==> config.mk <==
export PLATFORM = sky130hd
export DESIGN_NAME = ircg_top
export DESIGN_NICKNAME = d
export VERILOG_FILES = /design/src/hw/ircg_pkg.sv /design/src/hw/ircg_pin_mux.sv /design/src/hw/ircg_top.sv
export VERILOG_INCLUDE_DIRS = /design/src /design/src/hw
export SDC_FILE = /design/constraint.sdc
export NUM_CORES = 1
export LEC_CHECK = 0
export BUFFER_PORTS_ARGS = -buffer_cell sky130_fd_sc_hd__buf_4
export CAP_MARGIN = 15
export CORE_ASPECT_RATIO = 0.9
export CORE_UTILIZATION = 30
export CTS_CLUSTER_SIZE = 20
export DETAILED_ROUTE_END_ITERATION = 12
export GPL_ROUTABILITY_DRIVEN = 0
export GPL_TIMING_DRIVEN = 0
export HOLD_SLACK_MARGIN = 0.02
export PLACE_DENSITY = 0.62
export SLEW_MARGIN = 20
export SYNTH_ARGS = -nofsm -noshare
export SYNTH_HDL_FRONTEND = slang
export SYNTH_HIERARCHICAL = 1
export SYNTH_SLANG_ARGS = --single-unit
==> constraint.sdc <==
create_clock -name pclk -period 4.8 [get_ports pclk]
set_clock_uncertainty 0.1 [all_clocks]
set_input_delay 0.96 -clock pclk [delete_from_list [all_inputs] [get_ports pclk]]
set_output_delay 0.96 -clock pclk [all_outputs]
set_load 0.01 [all_outputs]
==> src/hw/ircg_cfg.svh <==
// constants for the ir carrier duty generator
// assumes apb with 32-bit data, one byte address per register, all unaligned except duty at e8
// Operation
// - duty compare value sets the high part length of each period
// - output goes low when counter equals duty compare value
// - counter overflow ends low part and starts next period
// - high time is compare minus reload, low time 256 minus compare
// - carrier on pin only with both enables; route only drives low
// - overflow at ff loads counter from reload register instead of wrapping to 00
// - new reload value waits in first buffer until next overflow
// - output held low while disabled or in power-down
`ifndef IRCG_CFG_SVH
`define IRCG_CFG_SVH
`define IRCG_OFS_MODE     8'hda
`define IRCG_OFS_COUNTER  8'hdb
`define IRCG_OFS_RELOAD   8'hcd
`define IRCG_OFS_DUTY     8'he8
`define IRCG_BIT_CARRIER  0
`define IRCG_BIT_ROUTE    1
`define IRCG_RST_BYTE     8'h00
`define IRCG_CNT_TOP      8'hff
`endif

==> src/hw/ircg_pkg.sv <==
// types for the ir carrier duty generator
// assumes ircg_cfg.svh is available to the modules
package ircg_pkg;
   typedef struct packed {
      logic pin_route_enable;
      logic carrier_enable;
   } ircg_mode_t;

   typedef enum logic [1:0] {
      IRCG_IDLE = 2'b01,
      IRCG_RUN  = 2'b10
   } ircg_state_t;
endpackage

==> src/hw/ircg_pin_mux.sv <==
// pin mux for the carrier output pin
// assumes registered inputs on pclk
`timescale 1ns/100ps
`default_nettype none
module ircg_pin_mux
(
   input  wire logic              carrier,     // running carrier level
   input  wire ircg_pkg::ircg_mode_t mode,     // enable bits
   input  wire logic              power_down,  // system power-down
   output logic                   pin_out,     // pin output level
   output logic                   pin_oe       // pin driven by carrier block
);
   always_comb
   begin
      pin_oe  = mode.pin_route_enable;
      pin_out = mode.pin_route_enable & mode.carrier_enable & ~power_down & carrier;
   end
endmodule // ircg_pin_mux
`default_nettype wire

==> src/hw/ircg_top.sv <==
// ir carrier duty generator with apb register slave
// assumes pclk is the carrier clock; power_down is synchronous to pclk
`timescale 1ns/100ps
`default_nettype none
`include "ircg_cfg.svh"
module ircg_top
(
   input  wire logic        pclk,          // clock, 125 MHz
   input  wire logic        presetn,       // async reset, active low
   input  wire logic        psel,          // apb select
   input  wire logic        penable,       // apb access phase
   input  wire logic        pwrite,        // apb direction
   input  wire logic [31:0] paddr,         // apb byte address
   input  wire logic [31:0] pwdata,        // apb write data
   output logic      [31:0] prdata,        // apb read data
   output logic             pready,        // apb ready
   output logic             pslverr,       // apb error
   input  wire logic        power_down,    // system power-down level
   output logic             carrier_output_pin,    // pin level
   output logic             carrier_output_pin_oe  // pin enable
);
   ircg_pkg::ircg_mode_t  mode_reg, mode_next;
   ircg_pkg::ircg_state_t state_reg, state_next;
   logic [7:0] carrier_counter_reg, carrier_counter_next;
   logic [7:0] reload_buf_reg, reload_buf_next;
   logic [7:0] period_reload_value_reg, period_reload_value_next;
   logic [7:0] duty_compare_value_reg, duty_compare_value_next;
   logic       carrier_reg, carrier_next;
   logic       prdata_en;
   logic [31:0] rdata;
   logic       wr, rd, hit, run, ovf;

   function automatic logic addr_is(input logic [31:0] a, input logic [7:0] ofs);
      addr_is = (a[31:8] == 24'h000000) && (a[7:0] == ofs);
   endfunction

   assign wr  = psel & penable & pwrite;
   assign rd  = psel & penable & ~pwrite;
   assign run = mode_reg.carrier_enable & ~power_down;
   assign ovf = run & (carrier_counter_reg == `IRCG_CNT_TOP);
   assign hit = addr_is(paddr, `IRCG_OFS_MODE) | addr_is(paddr, `IRCG_OFS_COUNTER)
              | addr_is(paddr, `IRCG_OFS_RELOAD) | addr_is(paddr, `IRCG_OFS_DUTY);
   assign pready  = 1'b1;
   assign pslverr = psel & penable & ~hit;

   always_comb
   begin
      mode_next               = mode_reg;
      reload_buf_next         = reload_buf_reg;
      duty_compare_value_next = duty_compare_value_reg;
      period_reload_value_next = period_reload_value_reg;
      carrier_counter_next    = carrier_counter_reg;
      state_next              = state_reg;
      carrier_next            = carrier_reg;
      if (wr && addr_is(paddr, `IRCG_OFS_MODE))
      begin
         mode_next.carrier_enable   = pwdata[`IRCG_BIT_CARRIER];
         mode_next.pin_route_enable = pwdata[`IRCG_BIT_ROUTE];
      end
      if (wr && addr_is(paddr, `IRCG_OFS_RELOAD))
         reload_buf_next = pwdata[7:0];
      if (wr && addr_is(paddr, `IRCG_OFS_DUTY))
         duty_compare_value_next = pwdata[7:0];
      case (state_reg)
         ircg_pkg::IRCG_IDLE:
         begin
            carrier_next = 1'b0;
            // reload copies through while idle; first period counts up from the counter value as written
            period_reload_value_next = reload_buf_next;
            if (run)
            begin
               state_next = ircg_pkg::IRCG_RUN;
               carrier_next = 1'b1;
            end
         end
         ircg_pkg::IRCG_RUN:
         begin
            if (!run)
            begin
               state_next   = ircg_pkg::IRCG_IDLE;
               carrier_next = 1'b0;
            end
            else if (ovf)
            begin
               period_reload_value_next = reload_buf_reg;
               carrier_counter_next     = reload_buf_reg;
               carrier_next = 1'b1;
            end
            else
            begin
               carrier_counter_next = carrier_counter_reg + 8'h01;
               if (carrier_counter_next == duty_compare_value_reg)
                  carrier_next = 1'b0;
            end
         end
         default:
         begin
            state_next   = ircg_pkg::IRCG_IDLE;
            carrier_next = 1'b0;
         end
      endcase
      if (wr && addr_is(paddr, `IRCG_OFS_COUNTER))
         carrier_counter_next = pwdata[7:0];
   end

   always_ff @(posedge pclk or negedge presetn)
   begin
      if (!presetn)
      begin
         mode_reg                <= '0;
         state_reg               <= ircg_pkg::IRCG_IDLE;
         carrier_counter_reg     <= `IRCG_RST_BYTE;
         reload_buf_reg          <= `IRCG_RST_BYTE;
         period_reload_value_reg <= `IRCG_RST_BYTE;
         duty_compare_value_reg  <= `IRCG_RST_BYTE;
         carrier_reg             <= 1'b0;
      end
      else
      begin
         mode_reg                <= mode_next;
         state_reg               <= state_next;
         carrier_counter_reg     <= carrier_counter_next;
         reload_buf_reg          <= reload_buf_next;
         period_reload_value_reg <= period_reload_value_next;
         duty_compare_value_reg  <= duty_compare_value_next;
         carrier_reg             <= carrier_next;
      end
   end

   // read mux: reload and duty are write-only, read as zero
   always_comb
   begin
      rdata = 32'h00000000;
      if (addr_is(paddr, `IRCG_OFS_MODE))
         rdata = {30'h00000000, mode_reg.pin_route_enable, mode_reg.carrier_enable};
      else if (addr_is(paddr, `IRCG_OFS_COUNTER))
         rdata = {24'h000000, carrier_counter_reg};
   end
   assign prdata_en = rd;
   assign prdata    = prdata_en ? rdata : 32'h00000000;

   ircg_pin_mux u_pin_mux
   (
      .carrier    (carrier_reg),
      .mode       (mode_reg),
      .power_down (power_down),
      .pin_out    (carrier_output_pin),
      .pin_oe     (carrier_output_pin_oe)
   );

   a_drop_at_match: assert property (@(posedge pclk) disable iff (!presetn)
      (state_reg == ircg_pkg::IRCG_RUN && run && !ovf && !wr
       && carrier_counter_reg + 8'h01 == duty_compare_value_reg)
      |=> !carrier_reg)
      else $error("carrier not low after compare match");
   a_reload_ovf: assert property (@(posedge pclk) disable iff (!presetn)
      (state_reg == ircg_pkg::IRCG_RUN && ovf && !wr)
      |=> carrier_counter_reg == $past(reload_buf_reg) && carrier_reg)
      else $error("counter not reloaded on overflow");
   a_buffer_hold: assert property (@(posedge pclk) disable iff (!presetn)
      (state_reg == ircg_pkg::IRCG_RUN && run && !ovf)
      |=> $stable(period_reload_value_reg))
      else $error("reload changed without overflow");
   a_low_disabled: assert property (@(posedge pclk) disable iff (!presetn)
      (!mode_reg.carrier_enable || power_down) |-> !carrier_output_pin)
      else $error("pin high while disabled");
   a_pin_gate: assert property (@(posedge pclk) disable iff (!presetn)
      carrier_output_pin |-> mode_reg.pin_route_enable && mode_reg.carrier_enable)
      else $error("pin high without both enables");
   a_start_high: assert property (@(posedge pclk) disable iff (!presetn)
      (state_reg == ircg_pkg::IRCG_IDLE && run) |=> carrier_reg)
      else $error("period did not start high");
   a_count_step: assert property (@(posedge pclk) disable iff (!presetn)
      (state_reg == ircg_pkg::IRCG_RUN && run && !ovf && !wr)
      |=> carrier_counter_reg == $past(carrier_counter_reg) + 8'h01)
      else $error("counter did not advance");
   a_high_hold: assert property (@(posedge pclk) disable iff (!presetn)
      (carrier_reg && state_reg == ircg_pkg::IRCG_RUN && run && !ovf && !wr
       && carrier_counter_reg + 8'h01 != duty_compare_value_reg) |=> carrier_reg)
      else $error("carrier dropped before compare");
   a_low_hold: assert property (@(posedge pclk) disable iff (!presetn)
      (!carrier_reg && state_reg == ircg_pkg::IRCG_RUN && run && !ovf) |=> !carrier_reg)
      else $error("carrier rose before overflow");
   a_stop_low: assert property (@(posedge pclk) disable iff (!presetn)
      (state_reg == ircg_pkg::IRCG_RUN && !run)
      |=> !carrier_reg && state_reg == ircg_pkg::IRCG_IDLE)
      else $error("carrier not stopped when disabled");
   a_route_oe: assert property (@(posedge pclk) disable iff (!presetn)
      carrier_output_pin_oe == mode_reg.pin_route_enable)
      else $error("pin enable differs from route bit");
   a_carrier_pass: assert property (@(posedge pclk) disable iff (!presetn)
      (mode_reg.pin_route_enable && mode_reg.carrier_enable && !power_down)
      |-> carrier_output_pin == carrier_reg)
      else $error("carrier not passed to pin");
   a_duty_store: assert property (@(posedge pclk) disable iff (!presetn)
      (wr && addr_is(paddr, `IRCG_OFS_DUTY))
      |=> duty_compare_value_reg == $past(pwdata[7:0]))
      else $error("duty value not stored");
   a_reload_take: assert property (@(posedge pclk) disable iff (!presetn)
      (state_reg == ircg_pkg::IRCG_RUN && ovf)
      |=> period_reload_value_reg == $past(reload_buf_reg))
      else $error("active reload not taken at overflow");
   a_unmapped_drop: assert property (@(posedge pclk) disable iff (!presetn)
      (psel && penable && pwrite && !hit)
      |=> $stable(reload_buf_reg) && $stable(duty_compare_value_reg) && $stable(mode_reg))
      else $error("unmapped write changed a register");
endmodule // ircg_top
`default_nettype wire

; ---- After elaboration in Yosys (flattened, before gate mapping)
; Cells that the tools add are included.
[word_totals]
word_cells = 62
in_bits = 70
ff_bits = 29
out_inout_bits = 36
[classes]
mux = 15
addsub = 1
n_eq_ne = 11
reduce_logical = 13
bitwise = 15
[op_table]
columns = operator, count
row1 = $mux 8, 6
row2 = $eq 8x8->1 const B, 5
row3 = $mux 32, 1
row4 = $logic_not 24->1, 1
row5 = $and 1x1->1, 9
row6 = $add 8x1->8 const B, 1
row7 = $eq 8x8->1, 1
row8 = $logic_and 1x1->1, 8
row9 = $mux 1, 4
row10 = $mux 2, 2
row11 = $ne 2x2->1 const B, 2
row12 = $ne 4x4->1 const B, 1
row13 = $pmux 2 s2, 1
row14 = $reduce_and 2->1, 2
row15 = $reduce_bool 2->1, 2
row16 = $not 1->1, 3
row17 = $or 1x1->1, 3
row18 = $eq 2x1->1 const B, 1
row19 = $eq 2x2->1 const B, 1
row20 = $pmux 1 s2, 1

; ---- Depth between registers and ports, before layout
[depth]
word_depth = 7
ltp_mapped = 7
ltp_nobuf = 7

; ---- Cells and area by module
; Netlist, hierarchy kept.
[by_module_without_submodules]
columns = module, instances, cells_each, seq_area_each_um2, area_per_inst_um2
row1 = ircg_top, 1, 224, 726.9, 2174.6
row2 = ircg_pin_mux, 1, 2, 0.0, 17.5

; ---- Least setup slack after synthesis
; Ideal clock, no wire load.
[synth_timing]
path_type = in2out
startpoint = input port paddr[12]
endpoint = output port prdata[2]
setup_slack_ns = 1.508
t_required_ns = 3.740
stages = 5
arrival_ns = 2.232
path_buffers = 0
cell_sequence = nor4_2 > nand4_2 > nor3_4 > and4b_1 > and2_1
[synth_between]
elab_chain_len = 5
word_cells_on_any_way = 6
classes_between = mux (3) / reduce/logical (3)
[synth_rtl]
columns = item, line
row1 = start: declaration, ircg_top.sv:13  ; input wire logic [31:0] paddr,
row2 = $logic_not 24->1 (*), ircg_top.sv:34  ; addr_is = (a[31:8] == 24'h000000) && (a[7:0] == ofs);
row3 = $logic_and 1x1->1, ircg_top.sv:34
row4 = $mux 8, ircg_top.sv:136  ; else if (addr_is(paddr, `IRCG_OFS_COUNTER))
row5 = $mux 8 (*), ircg_top.sv:134  ; if (addr_is(paddr, `IRCG_OFS_MODE))
row6 = $mux 32 (*), ircg_top.sv:140  ; assign prdata = prdata_en ? rdata : 32'h00000000;
row7 = end: declaration, ircg_top.sv:15  ; output logic [31:0] prdata,
; Mark *: on every way between the ends. The rest lies on a longest branch, timed or not.

; ---- Worst setup path after layout
; Same ends and word-level chain as after synthesis.

==> metrics.cfg <==
[outcome]
outcome=complete, no violations

[synth]
post_synth.cell_area_avg_sq_um=9.70
syn_inst=226
synth_top_area_cell=dfrtp_1
yosysSeqAreaShare_pct=33.2
synth_top_area_share_pct=32.0
synth_warnings=6
synth_top_cells_by_area=dfrtp_1, buf_4, mux2_2, a21oi_1, mux2i_1
synth_area_sq_mm=0.00219
synth-seq-cells=29
synthDistinctLibCells=50

[worst_setup_path]
path_common_cell=buf_4
arrival_ps=2650
worstRegToRegCells=6
cp_slowest_cell=and4b_1
r2r-start=carrier_counter_reg[1]
slowest_delay_ps=380
regToRegSetupSlack_ps=2470
worstPathMaxFanout=6
worst_ep_required_time_ps=3740
end_kind=output port
cp-start-kind=input pin
critPathKind=input pin to output port
path_cells=buf_4 -> nor4_2 -> nand4_2 -> nor3_4 -> and4b_1 -> and2_1 -> buf_4
worstReg2RegEnd=carrier_counter_reg[5]

[power_and_ir_drop]
power.density_mw_per_mm2=200
power.share.clock_pct=46.1
p_leak_nw=1.53
pwr-share-comb_pct=12.2
p_sw_share_pct=22.6
internal-power_mw=0.454
switching_power_mw=0.132
peakVddDrop_mv=0.0973
power_frac_seq_pct=41.7

[finish]
area_growth_pct=33.6
insertedDiodeCount=0
drive_above_1_share_pct=40.7
fillers=728
layout_commonest_cell=buf_4
mostFrequentLayoutCells=buf_4, dfrtp_1, conb_1
fin_nets=384

[sta]
finalHoldViolCount=0
max_freq_mhz=270
period_needed_ps=3710
setup_ws_ps=1090
fin_crit_sh_pct=77.2
rsz0062_at_grt=no
drv_slew=0
worstMarginPinSlew_ps=706
setup_viol=0
fin_tns_setup_ps=0
max_slew_margin_pct=52.5

[cts]
clk_pin_slew_worst_paths_ps=70
ctsHoldBuffers=0
ctsResizeCount=0
post_cts.repair.setup_buffers=0
root_buffer=clkbuf_8
clockBufferDepth=2
cts_tree=yes
clock_latency_ps=290
cts_buffers=5
htreeDepth=2
cts_sinks=29

[min_path]
hold-path-endpoint=reload_buf_reg[2]
hold_path_depth=1
hold_path.class=register to register
hp-start=reload_buf_reg[2]

[routing]
drt-initial-drc-count=104
drc=0
dr_total_vias=1856
drt-vias-per-instance=4.58
wl_per_cell_microns=12.9
antenna_left=0
first_pass_iters=4
finalWirelength_microns=5220

[place]
port_buffers=55
post-dp-hpwl_microns=4080
pre_cts_ws_ps=1080

[run]
max-cap-violations=0

[die]
die_y_microns=83.1
rows=29
die_area_sq_mm=0.00765
ios=106
fp.dieW_microns=92.1
start_util_pct=31.0
core_sq_mm=0.00708

[global_routing]
gr-total-overflow=0
grt_usage_pct=14.3
grt_pass1_wl_microns=8540
antenna_found_initial=0
grt_max_degree=30
grt_pass1_vias=1778

how the worst max path moves through the flow:
stage | slack, ps | end | start
6_report | 1090 | prdata[2] | paddr[12]
5_1_grt | 940 | prdata[2] | paddr[20]
4_1_cts | 1080 | prdata[2] | paddr[12]
3_5_place_dp | 1080 | prdata[2] | paddr[12]
3_3_place_gp | 1070 | prdata[2] | paddr[12]
2_1_floorplan | 1510 | prdata[2] | paddr[12]
Yosys cell counts, drive strengths merged:
cell type and n:
mux2 19, nor4 7, nor2b 2, nor3 4, or3b 1, a31oi 3
o21ai 10, ha 3, and3b 1, a211o 1, nor3b 1, and2 7
o2bb2ai 1, dfrtp 28, dfstp 1, xnor2 3, nand2 10, a2111oi 1
a221oi 1, nor4b 1, and3 4, and4b 3, nand3b 2, a21oi 13
nand4 8, and4bb 2, nor2 7, buf 31, o22ai 1, mux2i 6
and4 3, conb 2, nand2b 4, a21o 3, clkbuf 5, xor2 6
a211oi 3, inv 7, a22oi 2, nand3 7, o31ai 2
power groups by stage:
stage               Sequential, mW  Clock, mW  Combinational, mW
floorplan                    0.249          0             0.0323
global placement             0.249          0             0.0708
detailed placement           0.249          0             0.0716
CTS                          0.244      0.273             0.0717
global route                 0.244      0.286             0.0787
finish                       0.244      0.270             0.0716
critical path, delay by kind of cell:
family | cells | cell delay [ps]
buf+inv | 2 | 230
simple gates | 5 | 1460
routing by layer:
metal / global-route usage (%) / up-vias / share of wire, %
li1: - / 935 / -
met1: 18.1 / 864 / 45
met2: 24.3 / 46 / 49
met3: 2.93 / 11 / 4.3
met4: 4.69 / 0 / 1.6
met5: 0 / - / 0
cell families (layout without fill, tap and decap cells):
logic type | Yosys count | after routing | synth area share, %
and+or+nand+nor | 74 | 74 | 24.8
buffers and inverters | 43 | 106 | 12.1
AOI/OAI and AO/OA | 41 | 41 | 11.4
DFF | 29 | 29 | 33.2
muxes | 25 | 25 | 12.8
xor gates and xnor gates | 9 | 9 | 3.60
adders and majority gates | 3 | 3 | 1.71
other | 2 | 25 | 0.343
cell type report:
cell class              instances  area, sq um  share of cell area [%]
clock inverters                 2         37.5                    1.28
plain buffers                  36          239                    8.16
clock buffers                   6         82.6                    2.82
inverters                       7         26.3                   0.897
multi-input cells             177         1290                    43.9
well taps                      93          116                    3.97
repair buffers                 55          413                    14.1
flip-flops and latches         29          727                    24.8
metrics by stage:
stage	instances	util [%]	total power [mW]	cell area, sq um	hold WS [ps]
3_3_place_gp	397	39.7	0.320	2810	392
5_1_grt	405	41.4	0.609	2930	418
4_1_cts	405	41.4	0.589	2930	410
2_1_floorplan	249	-	0.281	2280	376
6_report	405	41.4	0.586	2930	408
3_5_place_dp	397	39.7	0.321	2810	392
Note: power is estimated with default switching activity, not from simulation.
